==> src/core/rsw_pkg.sv <==
`default_nettype none

package rsw_pkg;

  // ----------------------------------------
  // widths
  // ----------------------------------------
  localparam int COUNT_W = 24;
  localparam int GPIO_W = 8;
  localparam int HOLD_W = 4;

  // ----------------------------------------
  // watchdog counter values
  // ----------------------------------------
  localparam logic [COUNT_W-1:0] COUNT_RESET = 24'h000000;
  localparam logic [COUNT_W-1:0] REFRESH_LIMIT = 24'h000002;
  localparam logic [COUNT_W-1:0] MIN_RELOAD = 24'h000004;

  // ----------------------------------------
  // timing
  // ----------------------------------------
  // one rc tick per 100 us, so period in ms is (reload + 1) / 10
  localparam int RC_OSC_FREQ_KHZ = 10;
  localparam int CORE_CLK_KHZ = 25000;
  localparam int RESET_PULSE_NS = 400;
  localparam logic [HOLD_W-1:0] RESET_PULSE_CYCLES =
    HOLD_W'((RESET_PULSE_NS * CORE_CLK_KHZ + 999999) / 1000000);
  localparam logic [HOLD_W-1:0] HOLD_RESET = 4'h0;

  // ----------------------------------------
  // types
  // ----------------------------------------
  typedef struct packed {
    logic timeout_response_select;
    logic watchdog_always_on;
    logic brownout_always_on;
    logic watchdog_run_in_stop;
  } option_t;

  typedef enum logic [1:0] {PM_RESET, PM_RUN, PM_STOP, PM_RECOVER} power_state_t;

endpackage : rsw_pkg

`default_nettype wire

==> src/core/reset_stop_watchdog.sv <==
`timescale 1ns/1ns
`default_nettype none

module reset_stop_watchdog (
  // clock and reset
  input wire logic i_core_clk,
  input wire logic i_reset,
  // option bits
  input wire rsw_pkg::option_t i_options,
  // pins and analog sources
  input wire logic i_reset_pin_n,
  input wire logic i_brownout,
  input wire logic i_debug_pin,
  input wire logic i_wdt_rc_osc,
  input wire logic [rsw_pkg::GPIO_W-1:0] i_gpio,
  input wire logic [rsw_pkg::GPIO_W-1:0] i_gpio_wake_en,
  // cpu side
  input wire logic i_stop_instr,
  input wire logic i_refresh_instr,
  input wire logic i_debug_reset_bit,
  input wire logic [7:0] i_reload_upper_byte,
  input wire logic [7:0] i_reload_high_byte,
  input wire logic [7:0] i_reload_low_byte,
  // reset controller
  output logic o_system_reset,
  output logic o_stop_recovery,
  // power control
  output logic o_stop_mode,
  output logic o_sys_clock_enable,
  output logic o_cpu_halt,
  output logic o_pc_hold,
  output logic o_osc_enable,
  output logic o_periph_idle,
  output logic o_brownout_enable,
  output logic o_crystal_input_pin_out,
  output logic o_crystal_input_pin_oe,
  output logic o_crystal_output_pin_out,
  output logic o_crystal_output_pin_oe,
  // watchdog
  output logic o_wdt_osc_enable,
  output logic o_wdt_running,
  output logic o_wdt_irq,
  output logic [rsw_pkg::COUNT_W-1:0] o_wdt_count
);

  // ----------------------------------------
  // synchronisers
  // ----------------------------------------
  logic [1:0] rst_pin_sync;
  logic [1:0] brown_sync;
  logic [1:0] dbg_sync;
  logic [1:0] osc_sync;
  logic osc_prev;
  logic [rsw_pkg::GPIO_W-1:0] gpio_s1;
  logic [rsw_pkg::GPIO_W-1:0] gpio_s2;
  logic [rsw_pkg::GPIO_W-1:0] gpio_s3;

  always_ff @(posedge i_core_clk) begin
    if (i_reset) begin
      rst_pin_sync <= 2'h3;
      brown_sync <= 2'h0;
      dbg_sync <= 2'h3;
      osc_sync <= 2'h0;
      osc_prev <= 1'b0;
      gpio_s1 <= '0;
      gpio_s2 <= '0;
      gpio_s3 <= '0;
    end else begin
      rst_pin_sync <= {rst_pin_sync[0], i_reset_pin_n};
      brown_sync <= {brown_sync[0], i_brownout};
      dbg_sync <= {dbg_sync[0], i_debug_pin};
      osc_sync <= {osc_sync[0], i_wdt_rc_osc};
      osc_prev <= osc_sync[1];
      gpio_s1 <= i_gpio;
      gpio_s2 <= gpio_s1;
      gpio_s3 <= gpio_s2;
    end
  end

  // ----------------------------------------
  // event decode
  // ----------------------------------------
  rsw_pkg::power_state_t state;
  rsw_pkg::power_state_t next_state;
  logic [rsw_pkg::HOLD_W-1:0] hold;
  logic [rsw_pkg::HOLD_W-1:0] next_hold;
  logic wdt_on;
  logic next_wdt_on;
  logic [rsw_pkg::COUNT_W-1:0] count;
  logic [rsw_pkg::COUNT_W-1:0] next_count;
  logic next_irq;
  logic [rsw_pkg::COUNT_W-1:0] reload;
  logic stop_now;
  logic tick;
  logic counting;
  logic timeout;
  logic refresh_ok;
  logic wake;
  logic sys_cause;

  assign reload = {i_reload_upper_byte, i_reload_high_byte, i_reload_low_byte};
  assign stop_now = (state == rsw_pkg::PM_STOP);
  // rising edge of the rc clock is the only time base of the counter
  assign tick = osc_sync[1] & ~osc_prev;
  // frozen in stop unless configured to keep running
  assign counting = wdt_on && (state != rsw_pkg::PM_RESET)
    && (!stop_now || i_options.watchdog_run_in_stop);
  assign timeout = counting && tick && (count == rsw_pkg::COUNT_RESET);
  // near the end a refresh can no longer save the device
  assign refresh_ok = i_refresh_instr && (state == rsw_pkg::PM_RUN)
    && (!wdt_on || count > rsw_pkg::REFRESH_LIMIT);
  assign wake = stop_now && (timeout || !dbg_sync[1]
    || |((gpio_s2 ^ gpio_s3) & i_gpio_wake_en));
  // brownout is only heard while its detector is powered
  assign sys_cause = (brown_sync[1] && (!stop_now || i_options.brownout_always_on))
    || !rst_pin_sync[1] || i_debug_reset_bit
    || (timeout && !stop_now && i_options.timeout_response_select);

  // ----------------------------------------
  // next state
  // ----------------------------------------
  always_comb begin
    next_state = state;
    next_hold = hold;
    next_wdt_on = wdt_on;
    next_count = count;
    next_irq = timeout && !stop_now && !i_options.timeout_response_select;
    if (hold != rsw_pkg::HOLD_RESET) begin
      next_hold = hold - 4'h1;
    end
    if (refresh_ok) begin
      next_wdt_on = 1'b1;
      next_count = reload;
    end else if (counting && tick) begin
      if (count == rsw_pkg::COUNT_RESET) begin
        next_count = reload;
      end else begin
        next_count = count - 24'h1;
      end
    end
    case (state)
      rsw_pkg::PM_RESET: begin
        next_wdt_on = 1'b0;
        if (hold <= 4'h1) begin
          next_state = rsw_pkg::PM_RUN;
          next_wdt_on = !i_options.watchdog_always_on;
          next_count = reload;
        end
      end
      rsw_pkg::PM_RUN: begin
        if (i_stop_instr) begin
          next_state = rsw_pkg::PM_STOP;
        end
      end
      rsw_pkg::PM_STOP: begin
        if (wake) begin
          next_state = rsw_pkg::PM_RECOVER;
          next_hold = rsw_pkg::RESET_PULSE_CYCLES;
          if (i_options.watchdog_always_on) begin
            next_wdt_on = 1'b0;
          end
        end
      end
      rsw_pkg::PM_RECOVER: begin
        if (hold <= 4'h1) begin
          next_state = rsw_pkg::PM_RUN;
        end
      end
      default: begin
        next_state = rsw_pkg::PM_RESET;
      end
    endcase
    // a system reset outranks every other event
    if (sys_cause) begin
      next_state = rsw_pkg::PM_RESET;
      next_hold = rsw_pkg::RESET_PULSE_CYCLES;
      next_wdt_on = 1'b0;
      next_irq = 1'b0;
    end
  end

  // ----------------------------------------
  // registers
  // ----------------------------------------
  always_ff @(posedge i_core_clk) begin
    if (i_reset) begin
      state <= rsw_pkg::PM_RESET;
      hold <= rsw_pkg::RESET_PULSE_CYCLES;
      wdt_on <= 1'b0;
      count <= rsw_pkg::COUNT_RESET;
      o_system_reset <= 1'b1;
      o_stop_recovery <= 1'b0;
      o_stop_mode <= 1'b0;
      o_sys_clock_enable <= 1'b1;
      o_cpu_halt <= 1'b0;
      o_pc_hold <= 1'b0;
      o_osc_enable <= 1'b1;
      o_periph_idle <= 1'b0;
      o_brownout_enable <= 1'b1;
      o_crystal_input_pin_out <= 1'b0;
      o_crystal_input_pin_oe <= 1'b0;
      o_crystal_output_pin_out <= 1'b0;
      o_crystal_output_pin_oe <= 1'b0;
      o_wdt_osc_enable <= 1'b0;
      o_wdt_running <= 1'b0;
      o_wdt_irq <= 1'b0;
      o_wdt_count <= rsw_pkg::COUNT_RESET;
    end else begin
      state <= next_state;
      hold <= next_hold;
      wdt_on <= next_wdt_on;
      count <= next_count;
      o_system_reset <= (next_state == rsw_pkg::PM_RESET);
      o_stop_recovery <= (next_state == rsw_pkg::PM_RECOVER);
      o_stop_mode <= (next_state == rsw_pkg::PM_STOP);
      o_sys_clock_enable <= (next_state != rsw_pkg::PM_STOP);
      o_cpu_halt <= (next_state == rsw_pkg::PM_STOP);
      o_pc_hold <= (next_state == rsw_pkg::PM_STOP);
      o_osc_enable <= (next_state != rsw_pkg::PM_STOP);
      o_periph_idle <= (next_state == rsw_pkg::PM_STOP);
      o_brownout_enable <= (next_state != rsw_pkg::PM_STOP)
        || i_options.brownout_always_on;
      o_crystal_input_pin_out <= (next_state == rsw_pkg::PM_STOP);
      o_crystal_input_pin_oe <= (next_state == rsw_pkg::PM_STOP);
      o_crystal_output_pin_out <= 1'b0;
      o_crystal_output_pin_oe <= (next_state == rsw_pkg::PM_STOP);
      o_wdt_osc_enable <= next_wdt_on && ((next_state != rsw_pkg::PM_STOP)
        || i_options.watchdog_run_in_stop);
      o_wdt_running <= next_wdt_on;
      o_wdt_irq <= next_irq;
      o_wdt_count <= next_count;
    end
  end

  // ----------------------------------------
  // assertions
  // ----------------------------------------
  property p_pin_reset;
    @(posedge i_core_clk) disable iff (i_reset)
    !rst_pin_sync[1] |=> o_system_reset [*2];
  endproperty
  a_pin_reset: assert property (p_pin_reset) else $error("pin reset missed");

  property p_debug_wake;
    @(posedge i_core_clk) disable iff (i_reset)
    stop_now && !dbg_sync[1] && !sys_cause |=> o_stop_recovery && !o_stop_mode;
  endproperty
  a_debug_wake: assert property (p_debug_wake) else $error("debug wake missed");

  property p_one_type;
    @(posedge i_core_clk) disable iff (i_reset)
    !(o_system_reset && o_stop_recovery);
  endproperty
  a_one_type: assert property (p_one_type) else $error("two reset types");

  property p_enter_stop;
    @(posedge i_core_clk) disable iff (i_reset)
    state == rsw_pkg::PM_RUN && i_stop_instr && !sys_cause |=> o_stop_mode;
  endproperty
  a_enter_stop: assert property (p_enter_stop) else $error("stop not entered");

  property p_stop_pins;
    @(posedge i_core_clk) disable iff (i_reset)
    o_stop_mode |-> o_crystal_input_pin_out && o_crystal_input_pin_oe
      && !o_crystal_output_pin_out && o_crystal_output_pin_oe && !o_osc_enable
      && !o_sys_clock_enable && o_cpu_halt && o_pc_hold;
  endproperty
  a_stop_pins: assert property (p_stop_pins) else $error("stop outputs wrong");

  property p_frozen;
    @(posedge i_core_clk) disable iff (i_reset)
    stop_now && !i_options.watchdog_run_in_stop && !sys_cause |=> $stable(o_wdt_count);
  endproperty
  a_frozen: assert property (p_frozen) else $error("counter ran in stop");

  property p_brown_stop;
    @(posedge i_core_clk) disable iff (i_reset)
    o_stop_mode |-> o_brownout_enable == $past(i_options.brownout_always_on);
  endproperty
  a_brown_stop: assert property (p_brown_stop) else $error("brownout enable wrong");

  property p_leave_stop;
    @(posedge i_core_clk) disable iff (i_reset)
    o_stop_mode ##1 !o_stop_mode |-> o_stop_recovery || o_system_reset;
  endproperty
  a_leave_stop: assert property (p_leave_stop) else $error("stop left directly");

  property p_late_refresh;
    @(posedge i_core_clk) disable iff (i_reset)
    i_refresh_instr && wdt_on && count <= rsw_pkg::REFRESH_LIMIT
      && count != rsw_pkg::COUNT_RESET && !sys_cause |=> o_wdt_count <= rsw_pkg::REFRESH_LIMIT;
  endproperty
  a_late_refresh: assert property (p_late_refresh) else $error("late refresh taken");

  property p_refresh;
    @(posedge i_core_clk) disable iff (i_reset)
    refresh_ok && !sys_cause |=> o_wdt_count == $past(reload) && o_wdt_running;
  endproperty
  a_refresh: assert property (p_refresh) else $error("refresh not loaded");

  property p_irq;
    @(posedge i_core_clk) disable iff (i_reset)
    timeout && !stop_now && !i_options.timeout_response_select && !sys_cause
      |=> o_wdt_irq && !o_system_reset ##1 !o_wdt_irq;
  endproperty
  a_irq: assert property (p_irq) else $error("interrupt response wrong");

endmodule : reset_stop_watchdog

`default_nettype wire

==> config.mk <==
export PLATFORM = sky130hd
export DESIGN_NAME = reset_stop_watchdog
export DESIGN_NICKNAME = d
export VERILOG_FILES = /design/src/core/rsw_pkg.sv /design/src/core/reset_stop_watchdog.sv
export SDC_FILE = /design/constraint.sdc
export NUM_CORES = 1
export LEC_CHECK = 0
export BUFFER_PORTS_ARGS = -buffer_cell sky130_fd_sc_hd__buf_4
export CORE_ASPECT_RATIO = 0.75
export CORE_MARGIN = 5
export CORE_UTILIZATION = 52
export CTS_CLUSTER_DIAMETER = 150
export CTS_CLUSTER_SIZE = 16
export DETAILED_ROUTE_END_ITERATION = 7
export PLACE_DENSITY_LB_ADDON = 0.12
export SLEW_MARGIN = 10
export SYNTH_ARGS = -nofsm -noshare
export SYNTH_HDL_FRONTEND = slang
export SYNTH_SLANG_ARGS = --single-unit
==> constraint.sdc <==
create_clock -name i_core_clk -period 3.2 [get_ports i_core_clk]
set_clock_uncertainty 0.1 [all_clocks]
set_input_delay 0.64 -clock i_core_clk [delete_from_list [all_inputs] [get_ports i_core_clk]]
set_output_delay 0.64 -clock i_core_clk [all_outputs]
set_load 0.1 [all_outputs]
# After elaboration in Yosys (flattened, before gate mapping)
# Cells that the tools add are included.
# classes
shift	0
n_eq_ne	6
n_mul	0
div_mod_pow	0
order_cmp	2
reduce_logical	36
add_sub_neg	2
n_mux	19
bitwise	4
# op_table
cell	count
2-to-1 mux 24 bit	5
greater-than comparator 24 x 2 -> 1 bit (second input constant)	1
zero test 24 bit	1
subtractor 24 x 1 -> 24 bit (second input constant)	1
logical AND 1 bit	12
2-to-1 mux 4 bit	3
logical OR 1 bit	10
AND 8 bit	1
== test 2 bit (second input constant)	4
2-to-1 mux 2 bit	4
OR reduction 8 bit	1
XOR 8 bit	1
zero test 1 bit	6
case mux 2 bit (3 select lines)	1
2-to-1 mux 1 bit	5
less-or-equal comparator 4 x 1 -> 1 bit (second input constant)	1
zero test 2 bit	2
nonzero test 4 bit	1
OR reduction 2 bit	2
subtractor 4 x 1 -> 4 bit (second input constant)	1
== test 2 x 1 -> 1 bit (second input constant)	1
!= test 2 bit (second input constant)	1
case mux 1 bit (2 select lines)	1
nonzero test 2 bit	1
other kinds (2)	2
# word_totals
in_bits	53
romBits	0
reg_bits	71
memories	0
mem_bits_rw	0
latchBits	0

# Logic depth before layout (Yosys ltp)
# Gate-level depths: netlist of run 1.
# logic_depth
word_depth	15
mapped_depth	10
depth_no_buf	8

# Least setup slack after synthesis of run 1
# Ideal clock, no wire load.
# synth_path
kind	register to register
from	register wdt_on
to	register count[21] in the netlist's numbering
path_stages_with_launch	8
required_time_ns	3.019
path_buffers	1
setup_time_ns	0.081
path_slack_ns	0.416
arrival_ns	2.603
path_cell_list	dfxtp_1 > and4bb_2 > nand3_1 > or4_1 > buf_2 > nor4_1 > xnor2_1 > a211oi_2
# synth_between
elab_chain_len	7
elab_cells_between_ends	10
# synth_rtl
item	line	text
start: declaration	reset_stop_watchdog.sv:87	logic wdt_on;
start signal: assignment	reset_stop_watchdog.sv:211	wdt_on <= next_wdt_on;
logical AND 1 bit	reset_stop_watchdog.sv:106	assign counting = wdt_on && (state != rsw_pkg::PM_RESET)
logical AND 1 bit	reset_stop_watchdog.sv:107	&& (!stop_now || i_options.watchdog_run_in_stop);
logical AND 1 bit	reset_stop_watchdog.sv:134	end else if (counting && tick) begin
2-to-1 mux 24 bit	reset_stop_watchdog.sv:134	
2-to-1 mux 24 bit (*)	reset_stop_watchdog.sv:131	if (refresh_ok) begin
2-to-1 mux 24 bit	reset_stop_watchdog.sv:144	if (hold <= 4'h1) begin
2-to-1 mux 24 bit (*)	reset_stop_watchdog.sv:141	case (state)
end signal: assignment	reset_stop_watchdog.sv:190	count <= rsw_pkg::COUNT_RESET;
end signal: assignment	reset_stop_watchdog.sv:212	count <= next_count;
end signal: assignment	reset_stop_watchdog.sv:290	i_refresh_instr && wdt_on && count <= rsw_pkg::REFRESH_LIMIT
end: declaration	reset_stop_watchdog.sv:89	logic [rsw_pkg::COUNT_W-1:0] count;
# Every way passes the cells marked *; elsewhere a longest branch is shown, timed or not.
# A chain may end at the register's enable or synchronous reset.

# Final worst setup path of run 1
# layout_path
from	register state[0]
to	register count[7] in the netlist's numbering
# layout_between
elab_chain_len	9
elab_cells_between_ends	15
# layout_rtl
item	line	text
start: declaration	reset_stop_watchdog.sv:83	rsw_pkg::power_state_t state;
start signal: assignment	reset_stop_watchdog.sv:187	state <= rsw_pkg::PM_RESET;
start signal: assignment	reset_stop_watchdog.sv:209	state <= next_state;
== test 2 bit	reset_stop_watchdog.sv:102	assign stop_now = (state == rsw_pkg::PM_STOP);
zero test 1 bit	reset_stop_watchdog.sv:107	
logical OR 1 bit	reset_stop_watchdog.sv:107	
logical AND 1 bit	reset_stop_watchdog.sv:107	
logical AND 1 bit	reset_stop_watchdog.sv:134	
2-to-1 mux 24 bit	reset_stop_watchdog.sv:134	
2-to-1 mux 24 bit	reset_stop_watchdog.sv:131	
2-to-1 mux 24 bit	reset_stop_watchdog.sv:144	
2-to-1 mux 24 bit (*)	reset_stop_watchdog.sv:141	
# Marked as above.

==> metrics.txt, run 1 <==
outcome=completed; Top Ports=93; Core Util, Final=0.670; WP depth=8; clk sinks=71; Hold Crit Depth=1; # setup viols final=0; Post-CTS Setup Bufs=0; Mapped Area=3250 um^2; CP Class=reg2reg; Startpoint Class=register; highest routed layer=met4; slew at the pin closest to its max-slew limit=0.719 ns; largest net degree at the start of global routing=60; P&R area growth vs syn=27.6%; TritonCTS clock tree=yes; clock edge transition at the registers on the reported setup and hold paths=0.08 ns; H-tree depth=3; CP top delay family=simple AND/OR/NAND/NOR gates; Worst Path Max Fanout=13; Final ANT Viol Nets=0; DRC errors left=0; CTS Buffer Depth=2; max_cap viols=0; worst hold path type=reg2reg; endpoints failing hold=0; CP Buf/Inv Count=1; CP most frequent cell=or4_1; met2 wire length=3070 um; chip width=101 um; CP Data Arrival Time=2.92 ns; CTS buffer count=9; first-pass detailed-route iteration total=4; Max Slew Vio Count=0; Worst-Skew Late Latency=0.34 ns; Synth cell types=53; first-pass GRT wire length=12100 um; post-synthesis sequential area ratio=0.437; DR vias/cell=5.16; drt wl/cell=14.1 um; total number of vias=2646; cell area after layout=4150 um^2; 1st-iter DRT viols=155; GRT Total Usage=0.191; post-cts sizing count=0; share of cells above drive strength 1=0.317; placement-stage cell area=3950 um^2; core area=6190 um^2; Post-Syn Instances=342; M1 WL=3580 um; antenna cells=0; CP Cell Sequence=inv_1 > ha_1 > and4bb_2 > nand3_1 > or4_1 > or4_1 > a21oi_1 > a211oi_1; Synthesis Warnings=0; Peak VDD IR=0.310 mV; ys async rst share=0; hpwl dp=5430 um; met3 WL=535 um; die area=7950 um^2; hold_buf cts=0; port bufs=91; CP max stage delay=0.67 ns; type of destination of the critical path=register; Starting Density=0.525; RD Place Congestion=0.795; number of synthesized register bits=71; Final period util=0.884; static leakage=0.00181 uW; row count=25; WL final=7240 um; root buf cell=clkbuf_8; Worst R2R Path Depth=8; vias in the first global route=2517; Post-synth EDFFs=0; Syn Area/Cell=9.51 um^2; die height=78.5 um; initial antenna violation count=0; final setup TNS=0 ns; Final min period=2.83 ns; syn nets=406; Slew headroom=0.514; Power per Cell Area=425 nW/um^2; CP max stage cell=or4_1; Critical Path RT=3.30 ns; nets=491; overflow left after global routing=0; Fmax achieved=354 MHz; ys flop type=dfxtp_1; RSZ-0062 raised after global routing=no; fillers=512
state kept, by name, indices dropped and copies added (netlist names):
register,cells
brown_sync,2
o_wdt_irq,1
o_osc_enable,1
hold,4
count,24
gpio_s1,8
osc_sync,2
dbg_sync,2
o_crystal_output_pin_oe,1
osc_prev,1
gpio_s3,8
state,2
o_brownout_enable,1
gpio_s2,8
o_system_reset,1
o_stop_recovery,1
o_wdt_osc_enable,1
wdt_on,1
rst_pin_sync,2
Yosys cell counts (all sizes together), types with 2 or more instances:
master   n  share of area
nor4b    3         0.0081
xnor2   15          0.040
and2     3         0.0058
a22oi    2         0.0046
o32ai    2         0.0054
or3      5         0.0096
o21ai    4         0.0062
nand2b   9          0.017
nor2    33          0.040
nor2b   34          0.065
nand3    3         0.0062
nor4    11          0.023
ha      11          0.042
clkbuf   8         0.0092
a21oi    8          0.012
buf     13          0.030
nand2   12          0.014
dfxtp   71           0.44
a211o    2         0.0054
nand4    5         0.0096
o21a     3         0.0069
or4      3         0.0081
nor3    17          0.026
a311oi   3          0.010
or2      8          0.015
inv      9          0.010
a211oi  19          0.059
and4bb   2         0.0077
xor2     9          0.024
where the power goes:
part	switching, uW	total, uW	internal, uW
Clock	337	698	361
Combinational	76.5	149	72.6
Sequential	10.9	915	905
Total	425	1760	1340
layout make-up:
| class | count | area, um^2 | area share |
|---|---|---|---|
| inverter | 9 | 33.8 | 0.00814 |
| tap | 81 | 101 | 0.0244 |
| multi-input combinational | 241 | 1670 | 0.403 |
| clock inverter | 7 | 72.6 | 0.0175 |
| sequential | 71 | 1420 | 0.342 |
| timing repair buffer | 95 | 726 | 0.175 |
| clock buffer | 9 | 124 | 0.0298 |
final timing paths:
| check | startpoint | end | slack, ns |
|---|---|---|---|
| min reg2reg | dbg_sync[0]$_SDFF_PP1_ | dbg_sync[1]$_SDFF_PP1_ | 0.31 |
| min | dbg_sync[0]$_SDFF_PP1_ | dbg_sync[1]$_SDFF_PP1_ | 0.31 |
| max | state[0]$_SDFF_PP0_ | count[7]$_SDFF_PP0_ | 0.37 |
| max reg2reg | state[0]$_SDFF_PP0_ | count[7]$_SDFF_PP0_ | 0.37 |
metrics by stage:
stage          cells  total power, uW  hold WS, ns  worst slack, ns
3_5_place_dp     497             1090        0.298            0.392
5_1_grt          513             1840        0.329            0.177
6_report         513             1760        0.314            0.371
4_1_cts          513             1780        0.318            0.386
3_3_place_gp     497             1080        0.293            0.463
2_1_floorplan    342             1020        0.289            0.416
cell usage in the layout, fill, tap and decap left out, types with 3 or more instances in the layout:
cell      netlist  final
a211oi_1        9      9
a211oi_2       10     10
a21oi_1         8      8
and2_1          3      3
buf_4          10     94
clkbuf_8        0      9
dfxtp_1        71     71
ha_1           11     11
inv_1           9      9
nand2_1        12     12
nand2b_1        9      9
nand4_1         5      5
nor2_1         32     32
nor2b_1        34     34
nor3_1         17     17
nor4_1         10     10
nor4b_1         3      3
o21a_1          3      3
o21ai_0         3      3
or2_2           8      8
or3_1           5      5
xnor2_1        15     15
xor2_1          9      9
cell families after synthesis:
family	after synthesis	share of synthesized area
other	1	0.00115
buffers and inverters	30	0.0492
AND/OR/NAND/NOR	150	0.261
multiplexers	1	0.00308
AO/OA/AOI/OAI	54	0.142
XOR/XNOR	24	0.0646
flip-flops	71	0.437
adder cells (fa/ha/maj)	11	0.0423
layer usage:
metal,up-vias,GRT usage
li1,1370,-
met1,1187,0.286
met2,83,0.263
met3,6,0.0506
met4,0,0.0624
met5,-,0
No activity file was read; power rests on OpenSTA's default activity.
==> run 2, diff against run 1 <==
Settings changed: PLACE_DENSITY set to 0.87, PLACE_DENSITY_LB_ADDON 0.12 to unset.
==> metrics.txt, run 2 (synthesis gave the netlist of run 1 again) <==
worst hold path type=reg2reg; DR vias/cell=5.32; worst setup margin=0.358 ns; P&R area growth vs syn=29.2%; RSZ-0062 raised after global routing=no; total number of vias=2738; Max Slew Vio Count=0; clock group share of total power=0.447; placement-stage cell area=3960 um^2; internal power=1500 uW; cell area after layout=4200 um^2; Comb pwr share=0.077; clk sinks=71; drt wl/cell=14.4 um; first-pass detailed-route iteration total=4; port bufs=91; Starting Density=0.525; slew at the pin closest to its max-slew limit=0.647 ns; clock edge transition at the registers on the reported setup and hold paths=0.08 ns; CP Class=reg2reg; CP most frequent cell=or4_1; die height=78.5 um; max_cap viols=0; outcome=completed; Worst Path Max Fanout=13; share of cells above drive strength 1=0.320; Sequential Power Share=0.476; GRT Total Usage=0.197; core area=6190 um^2; 1st-iter DRT viols=122; WL final=7430 um; CP max stage delay=0.66 ns; overflow left after global routing=0; final setup TNS=0 ns; RD Place Congestion=0.848; nets=493; hpwl dp=5440 um; pre-CTS setup slack=0.401 ns; Peak VDD IR=0.277 mV; Final min period=2.84 ns; initial antenna violation count=0; Critical Path RT=3.30 ns; Fmax achieved=352 MHz; Worst-Skew Late Latency=0.34 ns; Slew headroom=0.563; die area=7950 um^2; most flop-heavy register=count; H-tree depth=3; type of destination of the critical path=register; CTS buffer count=9; largest net degree at the start of global routing=60; first-pass GRT wire length=12400 um; chip width=101 um; DRC errors left=0; most frequent cells in the layout=97 x buf_4, 71 x dfxtp_1, 34 x nor2b_1; Power per Cell Area=458 nW/um^2; TritonCTS clock tree=yes; Top Ports=93; Startpoint Class=register; CP max stage cell=or4_1; Final ANT Viol Nets=0; post-cts sizing count=0; static leakage=0.00184 uW; row count=25; endpoints failing hold=0; most common cell after layout, fill and taps aside=buf_4; root buf cell=clkbuf_8; # setup viols final=0; Final period util=0.888; hold_buf cts=0; Largest register FFs=24; CP Cell Sequence=inv_1 > ha_1 > and4bb_2 > nand3_1 > or4_1 > or4_1 > a21oi_1 > a211oi_1; CP Data Arrival Time=2.94 ns; CTS Buffer Depth=2; vias in the first global route=2683; Post-CTS Setup Bufs=0; sw frac=0.221; antenna cells=0; Sw Pwr=426 uW
[run 2: changes by cell type in the layout (fill, tap and decap cells not counted), sizes merged]
| cell | change |
|---|---|
| inv | -1 |
| bufinv | +2 |
| clkinv | +1 |
| buf | +2 |
| clkinvlp | -2 |
[run 2: layout make-up]
cell class | instances | area, um^2
clock buffer | 9 | 124
tap | 81 | 101
sequential | 71 | 1420
clock inverter | 7 | 121
fill | 512 | 1990
inverter | 9 | 33.8
multi-input combinational | 241 | 1670
timing repair buffer | 97 | 728
[run 2: layer usage]
metal	up-vias	global-route usage	wire, um
met3	10	0.0586	470
met5	-	0	0
met4	0	0.0651	113
met2	71	0.331	3630
met1	1280	0.240	3210
li1	1377	-	-
[run 2: worst paths after layout]
kind,from,endpoint,slack (ns),depth (start not counted)
worst min-delay path,dbg_sync[0]$_SDFF_PP1_,dbg_sync[1]$_SDFF_PP1_,0.32,1
worst max register to register,state[0]$_SDFF_PP0_,count[7]$_SDFF_PP0_,0.36,8
worst max-delay path,state[0]$_SDFF_PP0_,count[7]$_SDFF_PP0_,0.36,8
worst min register to register,dbg_sync[0]$_SDFF_PP1_,dbg_sync[1]$_SDFF_PP1_,0.32,1
[run 2: power groups by stage]
stage | clock [uW] | combinational [uW] | sequential, uW
floorplan | 0 | 66.6 | 950
global placement | 0 | 146 | 935
detailed placement | 0 | 148 | 937
CTS | 875 | 150 | 916
global route | 915 | 163 | 918
finish | 859 | 149 | 916
[run 2: stage by stage]
stage,instances,hold WS [ns],power (uW),util
global route,515,0.333,2000,0.678
detailed placement,499,0.299,1080,0.639
CTS,515,0.319,1940,0.678
global placement,499,0.292,1080,0.639
finish,515,0.316,1920,0.678
floorplan,342,0.289,1020,-
[run 2: worst max-delay path: cells and delay by family, from the launching register on]
family                     cells  cell delay (ns)
and+or+nand+nor                4             1.60
DFF                            1             0.41
adders and majority gates      1             0.24
AOI/OAI and AO/OA              2             0.23
buffers and inverters          1             0.11
